### config.mk
export PLATFORM = sky130hd
export DESIGN_NAME = ddr_lane
export DESIGN_NICKNAME = d
export VERILOG_FILES = /design/src/ddr_lane_pkg.sv /design/src/ddr_lane.sv /design/src/lane_sync.sv
export VERILOG_INCLUDE_DIRS = /design/src
export SDC_FILE = /design/constraint.sdc
export NUM_CORES = 1
export LEC_CHECK = 0
export BUFFER_PORTS_ARGS = -buffer_cell sky130_fd_sc_hd__buf_2
export CORE_MARGIN = 2
export CORE_UTILIZATION = 56
export DETAILED_ROUTE_END_ITERATION = 10
export MAX_ROUTING_LAYER = met4
export PLACE_DENSITY_LB_ADDON = 0.05
export SETUP_SLACK_MARGIN = 0.05
export SYNTH_ARGS = -nofsm -noshare
export SYNTH_HDL_FRONTEND = slang
export SYNTH_SLANG_ARGS = --single-unit
export TNS_END_PERCENT = 10
### constraint.sdc
create_clock -name i_clk_sys -period 2.6 [get_ports i_clk_sys]
set_input_delay 0.52 -clock i_clk_sys [delete_from_list [all_inputs] [get_ports i_clk_sys]]
set_output_delay 0.52 -clock i_clk_sys [all_outputs]
set_load 0.01 [all_outputs]
### src/ddr_lane_map.svh
// Purpose: named constants for the ddr byte lane placement block
// Assumes: included by bare name from the package and the design files
// Notes:   definitions only
`ifndef DDR_LANE_MAP_SVH
`define DDR_LANE_MAP_SVH

// word field positions: byte a is the upper half, byte b the lower
`define LANE_HI_MSB   15
`define LANE_HI_LSB   8
`define LANE_LO_MSB   7
`define LANE_LO_LSB   0

// byte enable positions inside the two-bit enable word
`define LANE_BE_HI    1
`define LANE_BE_LO    0

// reset and idle values
`define LANE_DQ_RST   8'h00
`define LANE_WORD_RST 16'h0000
`define LANE_BE_RST   2'h0
`define LANE_BE_ALL   2'h3
`define LANE_BIT_LO   1'b0
`define LANE_BIT_HI   1'b1

// synchroniser width: link clock, select, eight data bits, strobe/mask
`define LANE_SYNC_W   11

`endif

### src/ddr_lane_pkg.sv
// Purpose: shared types of the ddr byte lane placement block
// Assumes: nothing beyond the map header
// Notes:   types only, constants live in the map header
`include "ddr_lane_map.svh"

package ddr_lane_pkg;

  // transfer phase of the data lines
  typedef enum logic [1:0] {
    PH_IDLE,
    PH_READ,
    PH_WRITE
  } phase_t;

  typedef logic [15:0] word_t;
  typedef logic [7:0]  byte_t;

endpackage

### src/ddr_lane.sv
// Purpose: byte lane placement and write masking on an 8-bit ddr link
// Assumes: link clock, select and pins are sampled by the 200 MHz clock;
//          phase and latency levels come from neighbouring logic
// Notes:   link clock edges are found by oversampling, so the link clock
//          must run well below a quarter of the system clock
//
// Overview of operation
// - A read moves one 16-bit word per link clock cycle as two bytes.
// - On reads the upper byte goes out while the strobe is high.
// - On reads the lower byte goes out while the strobe is low.
// - On writes the upper byte is taken at the rising link edge, lower at falling.
// - Register space uses the same big-endian placement as memory.
// - In writes with latency the strobe/mask acts as a per-byte mask.
// - In zero-latency writes every word is stored whole, no masking.
// - In zero-latency writes the device drives the strobe/mask low.
// - A byte sent with mask high is dropped, with mask low it is stored.
`timescale 1ns/1ps
`include "ddr_lane_map.svh"

module ddr_lane (
  // system clock and reset
  input  wire logic                 i_clk_sys,
  input  wire logic                 i_arst_n,
  // link pins
  input  wire logic                 i_link_ck,
  input  wire logic                 i_link_sel_n,
  input  wire logic [7:0]           i_dq,
  output logic      [7:0]           o_dq,
  output logic                      o_dq_oe,
  input  wire logic                 i_strobe_or_write_mask,
  output logic                      o_strobe_or_write_mask,
  output logic                      o_strobe_or_write_mask_oe,
  // phase control from neighbouring logic
  input  wire logic                 i_rd_phase,
  input  wire logic                 i_wr_phase,
  input  wire logic                 i_wr_zero_lat,
  // read word source
  input  wire ddr_lane_pkg::word_t  i_rd_word,
  output logic                      o_rd_take,
  // write word sink
  output ddr_lane_pkg::word_t       o_wr_word,
  output logic      [1:0]           o_wr_be,
  output logic                      o_wr_valid
);

  logic [`LANE_SYNC_W-1:0] pins_s;
  logic                    ck_s;
  logic                    sel_n_s;
  ddr_lane_pkg::byte_t     dq_s;
  logic                    mask_s;
  logic                    ck_d_r;
  logic                    rise;
  logic                    fall;

  ddr_lane_pkg::phase_t    phase_r;
  ddr_lane_pkg::phase_t    phase_nxt;
  ddr_lane_pkg::byte_t     dq_r;
  ddr_lane_pkg::byte_t     dq_nxt;
  ddr_lane_pkg::byte_t     lo_r;
  ddr_lane_pkg::byte_t     lo_nxt;
  logic                    strobe_r;
  logic                    strobe_nxt;
  ddr_lane_pkg::byte_t     hi_r;
  ddr_lane_pkg::byte_t     hi_nxt;
  logic                    hi_mask_r;
  logic                    hi_mask_nxt;
  logic                    half_r;
  logic                    half_nxt;
  ddr_lane_pkg::word_t     wr_word_r;
  ddr_lane_pkg::word_t     wr_word_nxt;
  logic [1:0]              wr_be_r;
  logic [1:0]              wr_be_nxt;
  logic                    wr_valid_r;
  logic                    wr_valid_nxt;

  // all link pins pass two flops together, keeping data and clock aligned
  lane_sync #(
    .W (`LANE_SYNC_W)
  ) u_sync (
    .i_clk_sys (i_clk_sys),
    .i_arst_n  (i_arst_n),
    .i_async   ({i_link_ck, i_link_sel_n, i_dq, i_strobe_or_write_mask}),
    .o_sync    (pins_s)
  );

  assign {ck_s, sel_n_s, dq_s, mask_s} = pins_s;

  // edge finder on the synchronised link clock
  always_ff @(posedge i_clk_sys or negedge i_arst_n) begin
    if (!i_arst_n) begin
      ck_d_r <= `LANE_BIT_LO;
    end else begin
      ck_d_r <= ck_s;
    end
  end

  assign rise = ck_s & ~ck_d_r;
  assign fall = ~ck_s & ck_d_r;

  // phase selection; a high select always ends the transfer
  always_comb begin
    phase_nxt = ddr_lane_pkg::PH_IDLE;
    if (!sel_n_s) begin
      if (i_rd_phase) begin
        phase_nxt = ddr_lane_pkg::PH_READ;
      end else if (i_wr_phase) begin
        phase_nxt = ddr_lane_pkg::PH_WRITE;
      end
    end
  end

  // read lanes: byte a out with strobe high, byte b with strobe low
  // the word is taken whole at the rise so both halves come from one word
  always_comb begin
    dq_nxt     = dq_r;
    lo_nxt     = lo_r;
    strobe_nxt = strobe_r;
    o_rd_take  = `LANE_BIT_LO;
    case (phase_r)
      ddr_lane_pkg::PH_READ: begin
        if (rise) begin
          dq_nxt     = i_rd_word[`LANE_HI_MSB:`LANE_HI_LSB];
          lo_nxt     = i_rd_word[`LANE_LO_MSB:`LANE_LO_LSB];
          strobe_nxt = `LANE_BIT_HI;
          o_rd_take  = `LANE_BIT_HI;
        end else if (fall) begin
          dq_nxt     = lo_r;
          strobe_nxt = `LANE_BIT_LO;
        end
      end
      ddr_lane_pkg::PH_IDLE,
      ddr_lane_pkg::PH_WRITE: begin
        strobe_nxt = `LANE_BIT_LO; // strobe rests low outside reads
      end
      default: begin
        strobe_nxt = `LANE_BIT_LO;
      end
    endcase
  end

  // write lanes: byte a at the rising edge, byte b at the falling edge
  // sampling at the edges of the oversampled clock relies on centred data
  always_comb begin
    hi_nxt       = hi_r;
    hi_mask_nxt  = hi_mask_r;
    half_nxt     = half_r;
    wr_word_nxt  = wr_word_r;
    wr_be_nxt    = wr_be_r;
    wr_valid_nxt = `LANE_BIT_LO;
    case (phase_r)
      ddr_lane_pkg::PH_WRITE: begin
        if (rise) begin
          hi_nxt      = dq_s;
          // zero latency: the mask pin is not the host's, ignore it
          hi_mask_nxt = i_wr_zero_lat ? `LANE_BIT_LO : mask_s;
          half_nxt    = `LANE_BIT_HI;
        end else if (fall && half_r) begin
          wr_word_nxt = {hi_r, dq_s};
          wr_be_nxt[`LANE_BE_HI] = ~hi_mask_r;
          wr_be_nxt[`LANE_BE_LO] = i_wr_zero_lat ? `LANE_BIT_HI
                                                 : ~mask_s;
          wr_valid_nxt = `LANE_BIT_HI;
          half_nxt     = `LANE_BIT_LO;
        end
      end
      ddr_lane_pkg::PH_IDLE,
      ddr_lane_pkg::PH_READ: begin
        half_nxt = `LANE_BIT_LO; // a lone byte a at the end is dropped
      end
      default: begin
        half_nxt = `LANE_BIT_LO;
      end
    endcase
  end

  // registers of both lane groups
  always_ff @(posedge i_clk_sys or negedge i_arst_n) begin
    if (!i_arst_n) begin
      phase_r    <= ddr_lane_pkg::PH_IDLE;
      dq_r       <= `LANE_DQ_RST;
      lo_r       <= `LANE_DQ_RST;
      strobe_r   <= `LANE_BIT_LO;
      hi_r       <= `LANE_DQ_RST;
      hi_mask_r  <= `LANE_BIT_LO;
      half_r     <= `LANE_BIT_LO;
      wr_word_r  <= `LANE_WORD_RST;
      wr_be_r    <= `LANE_BE_RST;
      wr_valid_r <= `LANE_BIT_LO;
    end else begin
      phase_r    <= phase_nxt;
      dq_r       <= dq_nxt;
      lo_r       <= lo_nxt;
      strobe_r   <= strobe_nxt;
      hi_r       <= hi_nxt;
      hi_mask_r  <= hi_mask_nxt;
      half_r     <= half_nxt;
      wr_word_r  <= wr_word_nxt;
      wr_be_r    <= wr_be_nxt;
      wr_valid_r <= wr_valid_nxt;
    end
  end

  // pin drivers; with latency the strobe is left to the host's mask
  assign o_dq    = dq_r;
  assign o_dq_oe = (phase_r == ddr_lane_pkg::PH_READ);
  assign o_strobe_or_write_mask = strobe_r;
  assign o_strobe_or_write_mask_oe =
      (phase_r == ddr_lane_pkg::PH_READ) ||
      ((phase_r == ddr_lane_pkg::PH_WRITE) && i_wr_zero_lat);
  assign o_wr_word  = wr_word_r;
  assign o_wr_be    = wr_be_r;
  assign o_wr_valid = wr_valid_r;
endmodule

### src/lane_sync.sv
// Purpose: two-flop synchroniser for pins from outside the clock domain
// Assumes: one system clock, asynchronous active-low reset
// Notes:   the first stage is read only by the second stage
`timescale 1ns/1ps

module lane_sync #(
  parameter int W = 1
) (
  // clock and reset
  input  wire logic         i_clk_sys,
  input  wire logic         i_arst_n,
  // asynchronous pins in, synchronised levels out
  input  wire logic [W-1:0] i_async,
  output logic      [W-1:0] o_sync
);

  logic [W-1:0] meta_r;
  logic [W-1:0] sync_r;

  // two stages; the outputs of stage one feed stage two and nothing else
  always_ff @(posedge i_clk_sys or negedge i_arst_n) begin
    if (!i_arst_n) begin
      meta_r <= '0;
      sync_r <= '0;
    end else begin
      meta_r <= i_async;
      sync_r <= meta_r;
    end
  end

  assign o_sync = sync_r;

endmodule

==> impl_table.tex <==
\begin{tabular}{lr}
\hline
Metric & Value \\
\hline
\multicolumn{2}{l}{\textbf{Status}} \\
\quad Outcome & complete, no violations \\
\multicolumn{2}{l}{\textbf{Floorplan}} \\
\quad Placeable core region & 4380 um\^{}2 \\
\quad Standard-cell rows & 24 \\
\quad Die Footprint & 5140 um\^{}2 \\
\quad Chip height & 71.7 um \\
\quad Top Ports & 63 \\
\quad Initial Util & 0.585 \\
\quad Die Wd & 71.7 um \\
\multicolumn{2}{l}{\textbf{GRT}} \\
\quad Number of antenna violations at the first check in global routing & 0 \\
\quad Via count of the first global-routing pass & 1502 \\
\quad Maximum number of pins on one net before global-route repair & 72 \\
\quad Combined global-route utilization of all metal layers & 0.188 \\
\quad First-pass GRT wire length & 6890 um \\
\quad Total overflow reported by the global router & 0 \\
\multicolumn{2}{l}{\textbf{Clocking}} \\
\quad Clock transition at path regs & 0.07 ns \\
\quad Quantity of hold-fixing buffers added after cts & 0 \\
\quad Number of clock sinks & 71 \\
\quad CTS resizes & 0 \\
\quad Worst skew pair latency & 0.34 ns \\
\quad Clock tree from TritonCTS & yes \\
\quad Setup repair bufs after CTS & 0 \\
\quad Cell at the root of the clock tree & sky130\_fd\_sc\_hd\_\_clkbuf\_8 \\
\quad Clock buffers created by TritonCTS & 9 \\
\quad Number of levels in the clock H-tree & 3 \\
\quad Max clock buf depth & 2 \\
\multicolumn{2}{l}{\textbf{Cells and area}} \\
\quad Fraction of layout instances using a drive strength above 1 & 0.504 \\
\quad Fin util & 0.708 \\
\quad Area growth syn-to-layout & 21.1\% \\
\quad Most frequent standard cell in the layout excluding fill and tap cells & sky130\_fd\_sc\_hd\_\_dfrtp\_1 \\
\quad Area of combinational cells with multiple inputs & 726 um\^{}2 \\
\quad Antenna diode count & 0 \\
\quad Layout Cells excl Fill & 284 \\
\quad Total Nets Final & 265 \\
\quad Fill cell total of the finished layout & 307 \\
\quad Footprint of the flip-flops and latches & 1780 um\^{}2 \\
\quad Most frequent cells in the layout & 71 x sky130\_fd\_sc\_hd\_\_dfrtp\_1, 62 x sky130\_fd\_sc\_hd\_\_buf\_2, 25 x sky130\_fd\_sc\_hd\_\_mux2\_2 \\
\multicolumn{2}{l}{\textbf{Placed design}} \\
\quad Final estimated routing congestion in global placement & 0.719 \\
\quad Number of placed instances, taps included & 271 \\
\quad Half-perimeter wire length after placement & 2810 um \\
\quad Count of input and output buffers & 62 \\
\quad Placement-stage worst setup slack & 0.939 ns \\
\multicolumn{2}{l}{\textbf{Timing}} \\
\quad Final-report hold violation count & 0 \\
\quad Peak Freq & 0.509 GHz \\
\quad Max transition margin & 0.650 \\
\quad Setup WS post-layout & 0.634 ns \\
\quad Number of endpoints failing setup at the final stage & 0 \\
\quad Total Neg Setup Slack & 0 ns \\
\quad Final critical-path share of the clock period & 0.756 \\
\quad Final worst clock skew & 0.00919 ns \\
\quad Minimum clock period & 1.97 ns \\
\quad Slew of the pin with the lowest slew margin & 0.524 ns \\
\quad Final-report max-slew violation count & 0 \\
\quad Setup repair after global routing missed its margin & false \\
\multicolumn{2}{l}{\textbf{Detailed routing}} \\
\quad Final routed wire length divided by cell count & 14.7 um \\
\quad Detailed-route vias per instance & 5.09 \\
\quad Total Routed Length & 4170 um \\
\quad Number of iterations in the first detailed-routing pass & 4 \\
\quad Initial drt markers & 60 \\
\quad Via total after detailed routing & 1445 \\
\quad DRC violation count after routing & 0 \\
\quad Antenna Violating Nets Remaining & 0 \\
\multicolumn{2}{l}{\textbf{Power and ir drop}} \\
\quad Pwr per Cell Area & 743 nW/um\^{}2 \\
\quad Reported leakage power & 1.59 nW \\
\quad Peak VDD IR & 0.000459 V \\
\multicolumn{2}{l}{\textbf{Synthesis}} \\
\quad Fraction of registers with async set or reset after synthesis & 1.00 \\
\quad Area of the mapped netlist & 2560 um\^{}2 \\
\quad Dominant cell type by area after synthesis & sky130\_fd\_sc\_hd\_\_dfrtp\_1 \\
\quad Xor and xnor area share after synthesis & 0 \\
\quad Number of enable flip-flop cells after synthesis & 0 \\
\quad Cell variety after synth & 25 \\
\quad Top\_reg\_cell synth & sky130\_fd\_sc\_hd\_\_dfrtp\_1 \\
\quad Fraction of post-synthesis cell area in the top cell type by area & 0.693 \\
\quad Syn\_area\_per\_cell & 16.2 um\^{}2 \\
\quad Synthesis-stage register bit count & 71 \\
\quad Fraction of the mapped netlist area in compound gates & 0.0303 \\
\quad Mux contribution to synthesized area & 0.192 \\
\quad Post-Synth Adder-Cell Area & 0.0146 \\
\quad Largest family of logic cells by synthesized area & multiplexers \\
\quad Area contributors post-synth & sky130\_fd\_sc\_hd\_\_dfrtp\_1 69\%, sky130\_fd\_sc\_hd\_\_mux2\_2 11\%, sky130\_fd\_sc\_hd\_\_mux2\_4 4.7\% \\
\quad Register area share after synthesis & 0.693 \\
\quad Synth warn & 0 \\
\quad Cell count after synthesis & 158 \\
\quad Simple logic cell fraction of the synthesized area & 0.0464 \\
\quad Net Count, Synth & 193 \\
\multicolumn{2}{l}{\textbf{Setup path}} \\
\quad WS Path Type & flop to output pin \\
\quad Buffer and inverter count on the worst path & 2 \\
\quad Startpoint type of the worst setup path & flop \\
\quad Crit-path max FO & 9 \\
\quad Required arrival time at the worst endpoint & 2.08 ns \\
\quad CP endpoint kind & output pin \\
\quad Data arrival time at the worst-slack endpoint & 1.45 ns \\
\quad Kind of cell adding the most delay to the critical path & flip-flops \\
\quad List of cells traversed by the critical path & ha\_1, nand2\_2, inv\_1, buf\_2 \\
\quad Cell type of the slowest stage on the worst timing path & sky130\_fd\_sc\_hd\_\_dfrtp\_1 \\
\quad Slowest cell delay on critical path & 0.42 ns \\
\multicolumn{2}{l}{\textbf{Flow run}} \\
\quad Number of max-cap violations & 0 \\
\multicolumn{2}{l}{\textbf{Min path}} \\
\quad Worst hold-check path type & input port to asynchronous set/reset pin \\
\hline
\end{tabular}
-- Yosys cell counts (2+ instances only) --
| cell type | instances |
|---|---|
| sky130_fd_sc_hd__dfrtp_1 | 71 |
| sky130_fd_sc_hd__mux2_2 | 25 |
| sky130_fd_sc_hd__mux2i_1 | 9 |
| sky130_fd_sc_hd__nor2_1 | 9 |
| sky130_fd_sc_hd__a21oi_1 | 8 |
| sky130_fd_sc_hd__mux2_4 | 8 |
| sky130_fd_sc_hd__inv_1 | 4 |
| sky130_fd_sc_hd__buf_2 | 3 |
| sky130_fd_sc_hd__ha_1 | 3 |
| sky130_fd_sc_hd__nand2_1 | 2 |
| sky130_fd_sc_hd__o21ai_0 | 2 |
-- registers in the layout, summed over array words and instances (netlist names) --
name	flops
ck_d_r	1
half_r	1
hi_mask_r	1
hi_r	8
lo_r	8
o_dq	8
o_strobe_or_write_mask	1
o_wr_be	2
o_wr_valid	1
o_wr_word	16
phase_r	2
u_sync.meta_r	11
u_sync.o_sync	11
-- power by group --
part	switching (W)	leakage (nW)	internal, W
clock	0.000358	0.0902	0.000407
combinational	0.000122	0.624	0.000132
sequential	0.0000621	0.878	0.00123
-- through the flow --
| stage | hold WS [ns] | area [um^2] | total power [W] |
|---|---|---|---|
| after detailed placement | 0.335 | 2940 | 0.00156 |
| after global placement | 0.332 | 2940 | 0.00154 |
| final | 0.202 | 3110 | 0.00231 |
| after global routing | 0.222 | 3110 | 0.00242 |
| after floorplan | 0.224 | 2560 | 0.00144 |
| after CTS | 0.212 | 3110 | 0.00234 |
-- final timing paths --
path | slack [ns] | to | from | cells past startpoint
max in group asynchronous | 2.12 | o_wr_word[3] | i_arst_n | 2
min reg2reg | 0.35 | u_sync.o_sync[10] | u_sync.meta_r[10] | 0
max reg2reg | 0.93 | o_wr_word[1] | u_sync.o_sync[10] | 4
min | 0.20 | u_sync.o_sync[8] | i_arst_n | 2
min in group i_clk_sys | 0.28 | u_sync.meta_r[0] | i_strobe_or_write_mask | 1
max | 0.63 | o_rd_take | u_sync.o_sync[10] | 4
-- layout make-up --
| type | instances | share of cell area |
|---|---|---|
| multi-input combinational | 78 | 0.234 |
| clock inverter | 1 | 0.00161 |
| timing repair buffer | 66 | 0.114 |
| inverter | 4 | 0.00483 |
| tap | 52 | 0.0210 |
| clock buffer | 12 | 0.0532 |
| sequential | 71 | 0.572 |
-- kinds of logic (layout without fill, tap and decap cells) --
family          count (synthesis)  count (layout)
flops                          71              71
mux                            42              42
simple gates                   20              20
compound gates                 13              13
buf+inv                         9              83
fa+ha+maj                       3               3
-- layer usage --
layer / global-route usage / vias to the layer above / part of all wire
met1: 0.209 / 710 / 0.42
met2: 0.300 / 51 / 0.50
met5: - / - / 0
met4: 0.0566 / 0 / 0.012
li1: - / 678 / -
met3: 0.0914 / 6 / 0.071
Power figures use the tool's default switching activity.
